`src/uco_pkg.sv`:
```
// Purpose: Shared constants, types and helpers of the serial control block
// Assumes: APB register access, one clock
// Notes: Registers sit on aligned words, data in the low bits
package uco_pkg;

	// ----------------------------------------
	// Register map
	// ----------------------------------------
	localparam logic [7:0] OFF_CTL1 = 8'h00;
	localparam logic [7:0] OFF_CTL2 = 8'h04;
	localparam logic [7:0] OFF_CTL3 = 8'h08;
	localparam logic [7:0] OFF_STAT = 8'h0C;
	localparam logic [7:0] OFF_DATA = 8'h10;
	localparam logic [7:0] OFF_DIVL = 8'h14;
	localparam logic [7:0] OFF_DIVH = 8'h18;
	localparam logic [7:0] OFF_FILL = 8'h1C;

	localparam logic [7:0] CTL1_RST = 8'h00;
	localparam logic [7:0] CTL2_RST = 8'h00;
	localparam logic CTL3_RST = 1'b0;
	localparam logic [15:0] DIV_RST = 16'h0000;

	// ----------------------------------------
	// Timing and encodings
	// ----------------------------------------
	localparam logic [3:0] BREAK_BITS = 4'hD;
	localparam logic [3:0] TX_RX_STOP_COUNT = 4'h2;
	localparam logic [1:0] PAR_EVEN = 2'h0;
	localparam logic [1:0] PAR_ODD = 2'h1;
	localparam logic [1:0] PAR_MARK = 2'h2;
	localparam logic [1:0] PAR_SPACE = 2'h3;

	typedef struct packed {
		logic serial_global_on;
		logic word_length_sel;
		logic parity_on;
		logic [1:0] parity_type;
		logic send_break;
		logic rx_ninth_bit;
		logic tx_ninth_bit;
	} uco_ctl1_type;

	typedef struct packed {
		logic transmitter_on;
		logic receiver_on;
		logic rx_stop_count;
		logic addr_detect_on;
		logic line_wake_on;
		logic rx_irq_on;
		logic tx_idle_irq_on;
		logic tx_empty_irq_on;
	} uco_ctl2_type;

	typedef struct packed {
		logic parity_error_flag;
		logic noise_flag;
		logic framing_flag;
		logic overrun_flag;
		logic rx_idle_flag;
		logic rx_avail_flag;
		logic tx_idle_flag;
		logic tx_empty_flag;
	} uco_stat_type;

	typedef struct packed {
		logic txd_out;
		logic txd_oe_n;
		logic rxtx_out;
		logic rxtx_oe_n;
	} uco_pin_type;

	typedef enum logic [4:0] {
		TX_IDLE = 5'b00001,
		TX_START = 5'b00010,
		TX_DATA = 5'b00100,
		TX_STOP = 5'b01000,
		TX_BREAK = 5'b10000
	} uco_tx_state_type;

	typedef enum logic [3:0] {
		RX_IDLE = 4'b0001,
		RX_START = 4'b0010,
		RX_DATA = 4'b0100,
		RX_STOP = 4'b1000
	} uco_rx_state_type;

	// Parity over the bits below the parity position of a 8 or 9 bit word
	function automatic logic uco_parity(input logic [8:0] word, input logic nine, input logic [1:0] kind);
		logic sum;
		sum = nine ? ^word[7:0] : ^word[6:0];
		case (kind)
			PAR_EVEN: uco_parity = sum;
			PAR_ODD: uco_parity = ~sum;
			PAR_MARK: uco_parity = 1'b1;
			default: uco_parity = 1'b0;
		endcase
	endfunction : uco_parity

endpackage : uco_pkg

```
`src/uco_bit_timer.sv`:
```
// Purpose: Bit period counter with end-of-bit and mid-bit strobes
// Assumes: Divisor is the bit length in clock cycles
// Notes: Held at zero while restart is high
`timescale 1ns/100ps
module uco_bit_timer
	import uco_pkg::*;
#(
	parameter int W = 16
) (
	input wire logic pclk,
	input wire logic presetn,
	input wire logic restart,
	input wire logic [W-1:0] divisor,
	output logic tick,
	output logic mid
);

	logic [W-1:0] cnt_reg;
	logic [W-1:0] cnt_next;
	logic last;

	if (W < 8) begin : g_check
		$error("uco_bit_timer: width below 8");
	end

	// A divisor of zero or one simply ticks every cycle
	assign last = (divisor <= W'(1)) || (cnt_reg >= divisor - W'(1));
	assign tick = ~restart & last;
	assign mid = ~restart & (cnt_reg == (divisor >> 1));

	always_comb begin
		if (restart || last) begin
			cnt_next = '0;
		end else begin
			cnt_next = cnt_reg + W'(1);
		end
	end

	always_ff @(posedge pclk or negedge presetn) begin
		if (!presetn) begin
			cnt_reg <= '0;
		end else begin
			cnt_reg <= cnt_next;
		end
	end

endmodule : uco_bit_timer

```
`src/uco_ctrl.sv`:
```
// Purpose: Serial transceiver control: registers, framing, break, wake
// Assumes: APB slave, pins synchronous to pclk
// Notes: One character of buffering in each direction
//
// The register offsets and the APB register port were chosen for this implementation.
`timescale 1ns/100ps
module uco_ctrl
	import uco_pkg::*;
#(
	parameter int DIV_W = 16
) (
	input wire logic pclk,
	input wire logic presetn,
	input wire logic psel,
	input wire logic penable,
	input wire logic pwrite,
	input wire logic [7:0] paddr,
	input wire logic [31:0] pwdata,
	output logic [31:0] prdata,
	output logic pready,
	output logic pslverr,
	output uco_pin_type pins,
	input wire logic rxtx_in,
	input wire logic uart_clk_on,
	output logic irq,
	output logic wake_req
);

	if (DIV_W != 16) begin : g_check
		$error("uco_ctrl: divisor is two bytes wide");
	end

	// ----------------------------------------
	// State
	// ----------------------------------------
	uco_ctl1_type ctl1_reg, ctl1_next;
	uco_ctl2_type ctl2_reg, ctl2_next;
	logic one_wire_sel_reg, one_wire_sel_next;
	logic [15:0] div_reg, div_next;
	uco_tx_state_type tx_st_reg, tx_st_next;
	logic [3:0] tx_cnt_reg, tx_cnt_next;
	logic [8:0] tx_sh_reg, tx_sh_next;
	logic [7:0] tx_buf_reg, tx_buf_next;
	logic tx_full_reg, tx_full_next;
	logic tx_line_reg, tx_line_next;
	uco_rx_state_type rx_st_reg, rx_st_next;
	logic [3:0] rx_cnt_reg, rx_cnt_next;
	logic [8:0] rx_sh_reg, rx_sh_next;
	logic [7:0] rx_buf_reg, rx_buf_next;
	logic rx_full_reg, rx_full_next;
	logic ovr_reg, ovr_next;
	logic framing_flag_reg, framing_flag_next;
	logic parity_error_flag_reg, parity_error_flag_next;
	logic noise_reg, noise_next;
	logic framing_flag_pend_reg, framing_flag_pend_next;
	logic rx_prev_reg, rx_prev_next;
	logic stat_seen_reg, stat_seen_next;
	logic wake_reg, wake_next;
	logic [31:0] prdata_reg, prdata_next;

	logic glob, tx_en, rx_en, nine;
	logic tx_tick, rx_mid;
	logic wr, rd, hit;
	logic [8:0] frame, word;
	logic [3:0] nbits;
	logic fall;
	uco_stat_type stat;

	assign glob = ctl1_reg.serial_global_on;
	assign nine = ctl1_reg.word_length_sel;
	assign tx_en = glob & ctl2_reg.transmitter_on;
	assign rx_en = glob & ctl2_reg.receiver_on;
	assign nbits = nine ? 4'h9 : 4'h8;
	assign fall = rx_prev_reg & ~rxtx_in;

	// ----------------------------------------
	// Bit timers
	// ----------------------------------------
	// Timers sit at zero while idle or disabled, so the first bit is full length
	uco_bit_timer #(.W(DIV_W)) u_tx_timer (
		.pclk(pclk),
		.presetn(presetn),
		.restart(~tx_en || tx_st_reg == TX_IDLE),
		.divisor(div_reg),
		.tick(tx_tick),
		.mid()
	);

	uco_bit_timer #(.W(DIV_W)) u_rx_timer (
		.pclk(pclk),
		.presetn(presetn),
		.restart(~rx_en || rx_st_reg == RX_IDLE),
		.divisor(div_reg),
		.tick(),
		.mid(rx_mid)
	);

	// ----------------------------------------
	// Bus decode and status view
	// ----------------------------------------
	assign hit = (paddr[1:0] == 2'h0) && (paddr <= OFF_FILL);
	assign wr = psel & penable & pwrite & hit;
	assign rd = psel & penable & ~pwrite & hit;
	assign pready = 1'b1;
	assign pslverr = psel & penable & ~hit;
	assign prdata = prdata_reg;

	always_comb begin
		stat.parity_error_flag = parity_error_flag_reg;
		stat.noise_flag = noise_reg;
		stat.framing_flag = framing_flag_reg;
		stat.overrun_flag = ovr_reg;
		stat.rx_idle_flag = (rx_st_reg == RX_IDLE);
		stat.rx_avail_flag = rx_full_reg;
		stat.tx_idle_flag = ~tx_full_reg & (tx_st_reg == TX_IDLE);
		stat.tx_empty_flag = ~tx_full_reg;
	end

	// Transmit frame with optional ninth bit and parity in the top position
	always_comb begin
		frame = {nine & ctl1_reg.tx_ninth_bit, tx_buf_reg};
		if (ctl1_reg.parity_on) begin
			if (nine) begin
				frame[8] = uco_parity(frame, 1'b1, ctl1_reg.parity_type);
			end else begin
				frame[7] = uco_parity(frame, 1'b0, ctl1_reg.parity_type);
			end
		end
	end

	// Received word right-aligned regardless of length
	assign word = nine ? rx_sh_reg : {1'b0, rx_sh_reg[8:1]};

	// ----------------------------------------
	// Next state
	// ----------------------------------------
	always_comb begin
		logic abit;
		logic pbit;
		abit = 1'b0;
		pbit = 1'b0;
		ctl1_next = ctl1_reg;
		ctl2_next = ctl2_reg;
		one_wire_sel_next = one_wire_sel_reg;
		div_next = div_reg;
		tx_st_next = tx_st_reg;
		tx_cnt_next = tx_cnt_reg;
		tx_sh_next = tx_sh_reg;
		tx_buf_next = tx_buf_reg;
		tx_full_next = tx_full_reg;
		rx_st_next = rx_st_reg;
		rx_cnt_next = rx_cnt_reg;
		rx_sh_next = rx_sh_reg;
		rx_buf_next = rx_buf_reg;
		rx_full_next = rx_full_reg;
		ovr_next = ovr_reg;
		framing_flag_next = framing_flag_reg;
		parity_error_flag_next = parity_error_flag_reg;
		noise_next = noise_reg;
		framing_flag_pend_next = framing_flag_pend_reg;
		rx_prev_next = rxtx_in;
		stat_seen_next = stat_seen_reg;
		wake_next = wake_reg;
		prdata_next = prdata_reg;

		// Register reads are latched in the setup cycle
		if (psel && !penable) begin
			case (paddr)
				OFF_CTL1: prdata_next = {24'h0, ctl1_reg[7:1], 1'b0};
				OFF_CTL2: prdata_next = {24'h0, ctl2_reg};
				OFF_CTL3: prdata_next = {31'h0, one_wire_sel_reg};
				OFF_STAT: prdata_next = {24'h0, stat};
				OFF_DATA: prdata_next = {24'h0, rx_buf_reg};
				OFF_DIVL: prdata_next = {24'h0, div_reg[7:0]};
				OFF_DIVH: prdata_next = {24'h0, div_reg[15:8]};
				OFF_FILL: prdata_next = {31'h0, rx_full_reg};
				default: prdata_next = 32'h0000_0000;
			endcase
		end

		// Software writes and read side effects
		if (wr) begin
			case (paddr)
				OFF_CTL1: begin
					ctl1_next = uco_ctl1_type'(pwdata[7:0]);
					ctl1_next.rx_ninth_bit = ctl1_reg.rx_ninth_bit;
				end
				OFF_CTL2: ctl2_next = uco_ctl2_type'(pwdata[7:0]);
				OFF_CTL3: one_wire_sel_next = pwdata[0];
				OFF_DIVL: div_next[7:0] = pwdata[7:0];
				OFF_DIVH: div_next[15:8] = pwdata[7:0];
				OFF_DATA: begin
					stat_seen_next = 1'b0;
					if (tx_en && !tx_full_reg) begin
						tx_buf_next = pwdata[7:0];
						tx_full_next = 1'b1;
					end
				end
				default: ;
			endcase
		end
		if (rd && paddr == OFF_STAT) begin
			stat_seen_next = 1'b1;
		end
		// Status read then data read releases the character and its errors
		if (rd && paddr == OFF_DATA && stat_seen_reg) begin
			stat_seen_next = 1'b0;
			rx_full_next = 1'b0;
			ovr_next = 1'b0;
			framing_flag_next = 1'b0;
			parity_error_flag_next = 1'b0;
			noise_next = 1'b0;
		end

		// Transmitter
		case (tx_st_reg)
			TX_IDLE: begin
				if (tx_full_reg) begin
					tx_sh_next = frame;
					tx_full_next = 1'b0;
					tx_st_next = TX_START;
				end else if (ctl1_reg.send_break) begin
					tx_cnt_next = 4'h0;
					tx_st_next = TX_BREAK;
				end
			end
			TX_START: begin
				if (tx_tick) begin
					tx_cnt_next = 4'h0;
					tx_st_next = TX_DATA;
				end
			end
			TX_DATA: begin
				if (tx_tick) begin
					tx_sh_next = {1'b1, tx_sh_reg[8:1]};
					tx_cnt_next = tx_cnt_reg + 4'h1;
					if (tx_cnt_reg == nbits - 4'h1) begin
						tx_cnt_next = 4'h0;
						tx_st_next = TX_STOP;
					end
				end
			end
			TX_STOP: begin
				if (tx_tick) begin
					tx_cnt_next = tx_cnt_reg + 4'h1;
					if (tx_cnt_reg == TX_RX_STOP_COUNT - 4'h1) begin
						tx_st_next = TX_IDLE;
					end
				end
			end
			TX_BREAK: begin
				// Low for at least the break length, then until software lets go
				if (tx_tick && tx_cnt_reg < BREAK_BITS) begin
					tx_cnt_next = tx_cnt_reg + 4'h1;
				end
				if (tx_cnt_reg >= BREAK_BITS && !ctl1_reg.send_break) begin
					tx_st_next = TX_IDLE;
				end
			end
			default: tx_st_next = TX_IDLE;
		endcase
		if (!tx_en) begin
			tx_st_next = TX_IDLE;
			tx_full_next = 1'b0;
		end

		// Receiver, sampling each bit at its middle
		case (rx_st_reg)
			RX_IDLE: begin
				if (fall) begin
					rx_st_next = RX_START;
				end
			end
			RX_START: begin
				if (rx_mid) begin
					rx_cnt_next = 4'h0;
					framing_flag_pend_next = 1'b0;
					if (rxtx_in) begin
						noise_next = 1'b1;
						rx_st_next = RX_IDLE;
					end else begin
						rx_st_next = RX_DATA;
					end
				end
			end
			RX_DATA: begin
				if (rx_mid) begin
					rx_sh_next = {rxtx_in, rx_sh_reg[8:1]};
					rx_cnt_next = rx_cnt_reg + 4'h1;
					if (rx_cnt_reg == nbits - 4'h1) begin
						rx_cnt_next = 4'h0;
						rx_st_next = RX_STOP;
					end
				end
			end
			RX_STOP: begin
				if (rx_mid) begin
					rx_cnt_next = rx_cnt_reg + 4'h1;
					if (!rxtx_in) begin
						framing_flag_pend_next = 1'b1;
					end
					if (rx_cnt_reg == {3'h0, ctl2_reg.rx_stop_count}) begin
						rx_st_next = RX_IDLE;
						abit = nine ? word[8] : word[7];
						pbit = nine ? word[8] : word[7];
						if (ctl2_reg.addr_detect_on && !abit) begin
							rx_st_next = RX_IDLE;
						end else if (rx_full_reg && rx_full_next) begin
							ovr_next = 1'b1;
						end else begin
							// Set wins over a release in the same cycle
							rx_full_next = 1'b1;
							framing_flag_next = framing_flag_pend_reg | ~rxtx_in;
							parity_error_flag_next = ctl1_reg.parity_on & (uco_parity(word, nine, ctl1_reg.parity_type) != pbit);
							rx_buf_next = word[7:0];
							if (ctl1_reg.parity_on && !nine) begin
								rx_buf_next[7] = 1'b0;
							end
							if (nine) begin
								ctl1_next.rx_ninth_bit = word[8] & ~ctl1_reg.parity_on;
							end
						end
					end
				end
			end
			default: rx_st_next = RX_IDLE;
		endcase
		if (!rx_en) begin
			rx_st_next = RX_IDLE;
			rx_full_next = 1'b0;
		end

		// Falling edge wake-up only while the serial clock is stopped
		if (uart_clk_on || !ctl2_reg.line_wake_on) begin
			wake_next = 1'b0;
		end else if (fall) begin
			wake_next = 1'b1;
		end

		// Global disable: selected bits cleared, all other settings kept
		if (!glob) begin
			ctl2_next.transmitter_on = 1'b0;
			ctl2_next.receiver_on = 1'b0;
			ctl1_next.send_break = 1'b0;
			rx_full_next = 1'b0;
			tx_full_next = 1'b0;
			ovr_next = 1'b0;
			framing_flag_next = 1'b0;
			parity_error_flag_next = 1'b0;
			noise_next = 1'b0;
			stat_seen_next = 1'b0;
		end

		// Line level follows the next state so the pin comes from a flip-flop
		case (tx_st_next)
			TX_START, TX_BREAK: tx_line_next = 1'b0;
			TX_DATA: tx_line_next = tx_sh_next[0];
			default: tx_line_next = 1'b1;
		endcase
	end

	// ----------------------------------------
	// Registers
	// ----------------------------------------
	always_ff @(posedge pclk or negedge presetn) begin
		if (!presetn) begin
			ctl1_reg <= uco_ctl1_type'(CTL1_RST);
			ctl2_reg <= uco_ctl2_type'(CTL2_RST);
			one_wire_sel_reg <= CTL3_RST;
			div_reg <= DIV_RST;
			tx_st_reg <= TX_IDLE;
			tx_cnt_reg <= 4'h0;
			tx_sh_reg <= 9'h1FF;
			tx_buf_reg <= 8'h00;
			tx_full_reg <= 1'b0;
			tx_line_reg <= 1'b1;
			rx_st_reg <= RX_IDLE;
			rx_cnt_reg <= 4'h0;
			rx_sh_reg <= 9'h000;
			rx_buf_reg <= 8'h00;
			rx_full_reg <= 1'b0;
			ovr_reg <= 1'b0;
			framing_flag_reg <= 1'b0;
			parity_error_flag_reg <= 1'b0;
			noise_reg <= 1'b0;
			framing_flag_pend_reg <= 1'b0;
			rx_prev_reg <= 1'b1;
			stat_seen_reg <= 1'b0;
			wake_reg <= 1'b0;
			prdata_reg <= 32'h0000_0000;
		end else begin
			ctl1_reg <= ctl1_next;
			ctl2_reg <= ctl2_next;
			one_wire_sel_reg <= one_wire_sel_next;
			div_reg <= div_next;
			tx_st_reg <= tx_st_next;
			tx_cnt_reg <= tx_cnt_next;
			tx_sh_reg <= tx_sh_next;
			tx_buf_reg <= tx_buf_next;
			tx_full_reg <= tx_full_next;
			tx_line_reg <= tx_line_next;
			rx_st_reg <= rx_st_next;
			rx_cnt_reg <= rx_cnt_next;
			rx_sh_reg <= rx_sh_next;
			rx_buf_reg <= rx_buf_next;
			rx_full_reg <= rx_full_next;
			ovr_reg <= ovr_next;
			framing_flag_reg <= framing_flag_next;
			parity_error_flag_reg <= parity_error_flag_next;
			noise_reg <= noise_next;
			framing_flag_pend_reg <= framing_flag_pend_next;
			rx_prev_reg <= rx_prev_next;
			stat_seen_reg <= stat_seen_next;
			wake_reg <= wake_next;
			prdata_reg <= prdata_next;
		end
	end

	// ----------------------------------------
	// Pins and interrupt request
	// ----------------------------------------
	always_comb begin
		pins.txd_out = tx_line_reg;
		pins.txd_oe_n = ~tx_en;
		pins.rxtx_out = tx_line_reg;
		// Shared pin transmits only in single wire mode with receiver off
		pins.rxtx_oe_n = ~(tx_en & one_wire_sel_reg & ~ctl2_reg.receiver_on);
	end

	assign wake_req = wake_reg;
	assign irq = (ctl2_reg.rx_irq_on & (rx_full_reg | ovr_reg | wake_reg))
		| (ctl2_reg.tx_idle_irq_on & glob & stat.tx_idle_flag)
		| (ctl2_reg.tx_empty_irq_on & glob & stat.tx_empty_flag);

endmodule : uco_ctrl

```
`config.mk`:
```
export PLATFORM = sky130hd
export DESIGN_NAME = uco_ctrl
export DESIGN_NICKNAME = d
export VERILOG_FILES = /design/src/uco_pkg.sv /design/src/uco_bit_timer.sv /design/src/uco_ctrl.sv
export SDC_FILE = /design/constraint.sdc
export NUM_CORES = 1
export LEC_CHECK = 0
export ABC_AREA = 1
export BUFFER_PORTS_ARGS = -buffer_cell sky130_fd_sc_hd__clkbuf_2
export CORE_MARGIN = 2
export CORE_UTILIZATION = 45
export CTS_CLUSTER_SIZE = 12
export DETAILED_ROUTE_END_ITERATION = 6
export SYNTH_ARGS = -nofsm -noshare
export SYNTH_HDL_FRONTEND = slang
export SYNTH_SLANG_ARGS = --single-unit
```
`constraint.sdc`:
```
create_clock -name pclk -period 3.4 [get_ports pclk]
set_input_delay 0.68 -clock pclk [delete_from_list [all_inputs] [get_ports pclk]]
set_output_delay 0.68 -clock pclk [all_outputs]
set_load 0.03 [all_outputs]
```
After elaboration in Yosys (flattened, before gate mapping):

Index checks and enable logic that the tools add are counted.
Widths: inputs -> output; s select.

* register bits: 159
* output and inout port bits: 40
* logic and storage cells: 317

* add/subtract/negate cells: 6
* magnitude comparators: 6
* equality and inequality tests: 49
* mux-type cells: 119
* bitwise operators: 43
* reduce and logical (&&, ||, !) cells: 53

Operators with widths (number)
* $mux 4: 18
* $mux 1: 69
* $pmux 8 s8: 1
* $mux 5: 9
* $add 16x1->16 const B: 2
* $eq 8x5->1 const B: 4
* $ge 16x16->1: 2
* $mux 16: 2
* $mux 9: 3
* $pmux 5 s5: 1
* $and 1x1->1: 22
* $ne 2x2->1 const B: 11
* $pmux 4 s5: 1
* $ne 3x3->1 const B: 6
* $pmux 9 s2: 1
* $reduce_and 2->1: 9
* $eq 16x15->1: 1
* $eq 8x4->1 const B: 2
* $le 16x1->1 const B: 1
* $mux 8: 2
* $not 1->1: 16
* $pmux 4 s4: 1
* $reduce_xor 8->1: 2
* $sub 16x1->16 const B: 1
* other kinds (43): 89

Logic depth before layout (Yosys ltp):

* depth after elaboration: 20
* depth in mapped cells: 24
* depth with buffers taken out: 23

Cells and area by module:

A second synthesis with hierarchy kept.

* cells, all modules: 1249
* area, all modules: 9416.5 µm²

By module, submodules not included
* uco_ctrl: instances 1, cells each 729, area an instance 5684.2 µm², seq. area each 2593.7 µm²
* uco_bit_timer at u_rx_timer: instances 1, cells each 256, area an instance 1916.8 µm², seq. area each 400.4 µm²
* uco_bit_timer at u_tx_timer: instances 1, cells each 264, area an instance 1815.5 µm², seq. area each 400.4 µm²

Worst setup path after synthesis:

Ideal clock, no wire load.

* path type: register -> register
* start: register div_reg[0]
* end: register tx_cnt_reg[0]
* data arrival time: 2.890 ns
* data required time: 3.279 ns
* path slack: 0.389 ns
* stages on the path, launching flop included: 22
* buffers on the path: 0
* clock period less this slack: 3.011 ns
* cells stage by stage: dfrtp_1 inv_1 ha_1 nand2_1 nor2_1 nand3_1 nor3_1 xor2_1 ha_1 nand2_1 inv_1 nand3_1 inv_1 nand4_1 nor2_1 nand2_1 nand3_4 nand2_8 o21ai_4 nand2_4 nand2_1 o21ai_1

* word-level cells in the longest chain between the ends: 7
* elaborated cells between the ends (all ways): 11
* those cells by class: add/sub (1); order compare (2); eq/ne (4); bitwise (1); reduce/logical (3)

Ends and longest elaborated chain
* start, declared: RTL line uco_ctrl.sv:39 `logic [15:0] div_reg, div_next;`
* start signal, assigned: RTL line uco_ctrl.sv:395 `div_reg <= div_next;`
* $sub 16x1->16: RTL line uco_bit_timer.sv:27 `assign last = (divisor <= W'(1)) || (cnt_reg >= divisor - W'(1));`
* $ge 16x16->1: RTL line uco_bit_timer.sv:27
* $logic_or 1x1->1 *: RTL line uco_bit_timer.sv:27
* $and 1x1->1 *: RTL line uco_bit_timer.sv:28 `assign tick = ~restart & last;`
* $logic_and 1x1->1: RTL line uco_ctrl.sv:253 `if (tx_tick && tx_cnt_reg < BREAK_BITS) begin`
* $ne 2x2->1 (no line)
* $reduce_and 7->1 (no line) *
* end signal, assigned: RTL line uco_ctrl.sv:397 `tx_cnt_reg <= tx_cnt_next;`
* end, declared: RTL line uco_ctrl.sv:41 `logic [3:0] tx_cnt_reg, tx_cnt_next;`

Mark *: on every way between the ends. The rest lies on a longest branch, timed or not.
A chain may end at the register's enable or synchronous reset.

Final worst setup path:

* start: register div_reg[0]
* end: register tx_sh_reg[7]

* word-level cells in the longest chain between the ends: 6
* elaborated cells between the ends (all ways): 7
* those cells by class: add/sub (1); order compare (2); eq/ne (1); bitwise (1); reduce/logical (2)

Ends and longest elaborated chain
* $sub 16x1->16: RTL line uco_bit_timer.sv:27
* $ge 16x16->1: RTL line uco_bit_timer.sv:27
* $logic_or 1x1->1 *: RTL line uco_bit_timer.sv:27
* $and 1x1->1 *: RTL line uco_bit_timer.sv:28
* $ne 2x2->1 (no line) *
* $reduce_and 3->1 (no line) *
* end signal, assigned: RTL line uco_ctrl.sv:398 `tx_sh_reg <= tx_sh_next;`
* end, declared: RTL line uco_ctrl.sv:42 `logic [8:0] tx_sh_reg, tx_sh_next;`

Marks and branches as above.

==> flow_summary.ini <==
[status]
status = finished, final reports clean

[clocking]
cts_buffer_depth = 2
cts_tree = done
clk_pin_slew_ns = 0.06
cts-buffers-inserted = 17
cts.root.buffer_cell = clkbuf_16
clkLatencyLatePin_ns = 0.43
numClockSinks = 135
ctsHoldBuffers = 0
h-tree-depth = 4

[place]
routabilityCongestion = 0.9345
dp.cells = 1363
port_buffers = 37
dp_hpwl_mm = 16.75

[floorplan]
core_area_um2 = 18710
dieArea_um2 = 20150
start_util_pct = 45.77
die_w_um = 141.9
die_h_um = 141.9
rows = 50
ios = 87

[final_layout]
antenna_cells = 0
multi_input_area_um2 = 4437
layout_commonest_cell = nand2_1
layout.cells.non_filler = 1396
num-nets-final = 1232
syn2layout_area_growth_pct = 13.01
seqCellArea_um2 = 3395
fill_cells = 1811
mostFrequentLayoutCells = 249 x nand2_1, 137 x inv_1, 122 x dfrtp_1
layout-drive-gt1-share_pct = 14.80

[drt]
ant_nets = 0
vias = 7238
drc = 0
drtPass1Iterations = 6
wl_per_cell_um = 15.58
wl_mm = 21.75
drt-initial-drc-count = 703
vias_per_cell = 5.185

[global_route]
grt_pass1_vias = 6716
grt_pass1_wl_mm = 35.43
overflow = 0
antenna_found_initial = 0
grt_start_max_net_pins = 68
grt_usage_pct = 22.50

[setup_path]
cp_data_arrival_time_ns = 3.48
criticalPathCategory = reg -> reg
crit_buf_inv = 2
cpMostUsedCell = nand2_1
cp_top_family = simple AND/OR/NAND/NOR gates
critPathMaxFanout = 8
crit_required_ns = 3.74
cpPeakStageDelay_ns = 0.37
cp_cell_sequence = inv_1, ha_1, nand2_1, nor2_1, nand3_1, nor3_2, xor2_1, ha_1, nand2_1, inv_1, o21ai_0, nand3_1, nor2_1, nand3_4, nand2_8, nand2_4, o21ai_4, nand2_1, o211ai_1
worstSetupStartpointType = flip-flop
endpoint_kind = flip-flop
cpMaxStageDelayCell = dfrtp_1

[power]
p_sw_share_pct = 23.47
peakVddDrop_uv = 346.6
p_per_area_nw_per_um2 = 377.1
power_frac_clock_pct = 52.4
pwr-share-comb_pct = 3.4
p_sw_mw = 0.8563
internal-power_mw = 2.792
seq_power_share_pct = 44.1
p_leak_nw = 4.823
power_mw = 3.648

[synthesis]
avgSynthCellArea_um2 = 7.877
synth-edff-count = 0
ys_types = 51
ys_seq_area_share_pct = 39.65
synth-compound-area-share_pct = 11.35
syn_area_um2 = 8562
synth_cells = 1087
synthXorXnorAreaFrac_pct = 5.319
ys_warn_count = 0
synth_seq_cells = 135
async_reset_ff_share_pct = 100.0
synth_top_family_by_area = simple AND/OR/NAND/NOR gates
yosys.area_share.adder_pct = 5.261
synth_ff_type = dfrtp_1
synth_simple_gate_area_share_pct = 27.33
muxShareOfSynthArea_pct = 1.315

[timing]
fmax_mhz = 318.5
tns_ns = 0
slew_violations = 0
tightest_slew_ns = 0.8605
setup_viol = 0
relSlewSlack_pct = 42.42
skew_ns = 0.01219
layout_min_cycle_time_ns = 3.140
period_share_pct = 92.35
hold_viol = 0

[flow_run]
max_cap_viol_count = 0

[min_path]
hold_path.class = in -> async
routing by layer:
layer  global-route usage (%)  wire, µm  up-vias
li1                         -         -     3637
met4                    6.737       339        0
met2                    36.08     10080      198
met1                    31.55     10220     3374
met5                        0         0        -
met3                    3.634      1109       29
power by group through the flow:
| stage | Clock, mW | Combinational, mW | Sequential (mW) |
|---|---|---|---|
| 6_report | 1.91 | 0.125 | 1.61 |
| 5_1_grt | 2.01 | 0.138 | 1.61 |
| 4_1_cts | 1.95 | 0.128 | 1.61 |
| 3_5_place_dp | 0 | 0.127 | 1.64 |
| 3_3_place_gp | 0 | 0.127 | 1.64 |
| 2_1_floorplan | 0 | 0.0808 | 1.64 |
Yosys cell counts, drive strengths merged, types with 10 or more instances:
master / n / area (µm²)
nor3b: 10 / 90.09
dfstp: 13 / 341.6
o21ai: 87 / 457.9
dfrtp: 122 / 3053
a21oi: 30 / 168.9
nor3: 26 / 130.1
xor2: 36 / 315.3
nand2: 260 / 1042
buf: 36 / 262.8
mux2: 10 / 112.6
nor2: 122 / 543.0
xnor2: 16 / 140.1
ha: 36 / 450.4
inv: 145 / 544.3
nand3: 56 / 317.8
nand4: 13 / 87.58
final timing paths:
kind / start / endpoint / slack, ns / cells after the start
setup / recovery: div_reg[0] / tx_sh_reg[7] / 0.26 / 19
setup reg to reg: div_reg[0] / tx_sh_reg[7] / 0.26 / 19
max in group asynchronous: presetn / tx_st_reg[0] / 2.38 / 2
hold / removal: presetn / rx_cnt_reg[3] / 0.25 / 1
min in group pclk: rxtx_in / rx_prev_reg / 0.37 / 1
hold reg to reg: tx_sh_reg[6] / tx_sh_reg[6] / 0.48 / 2
through the flow:
stage / instance area [µm²] / setup WS [ns] / util, % / hold WS, ns
6_report: 9676 / 0.2603 / 51.73 / 0.2484
3_5_place_dp: 9040 / 0.2548 / 48.33 / 0.4693
2_1_floorplan: 8648 / 0.3894 / - / 0.3844
5_1_grt: 9676 / -0.003720 / 51.73 / 0.3188
3_3_place_gp: 9040 / 0.2857 / 48.33 / 0.4619
4_1_cts: 9643 / 0.2496 / 51.55 / 0.2858
cell families (layout without fill, tap and decap cells):
group / after synthesis / after routing
muxes: 10 / 10
DFF: 135 / 135
adders and majority gates: 36 / 36
buffers and inverters: 187 / 239
and+or+nand+nor: 504 / 504
xor gates and xnor gates: 52 / 52
other: 2 / 25
AOI/OAI and AO/OA: 161 / 161
area by class of cell:
| cell class | instances | area share (%) |
|---|---|---|
| Clock inverter | 14 | 1.797 |
| Inverter | 145 | 5.625 |
| Multi-Input combinational cell | 788 | 45.86 |
| Sequential cell | 135 | 35.08 |
| Timing Repair Buffer | 62 | 4.177 |
| Clock buffer | 18 | 4.436 |
| Tap cell | 234 | 3.026 |
what timing repair did:
item                                    in CTS  in global routing
endpoints found under the setup margin       0                 13
resized for setup                            0                  3
setup buffers                                0                  1
Power figures use the tool's default switching activity.
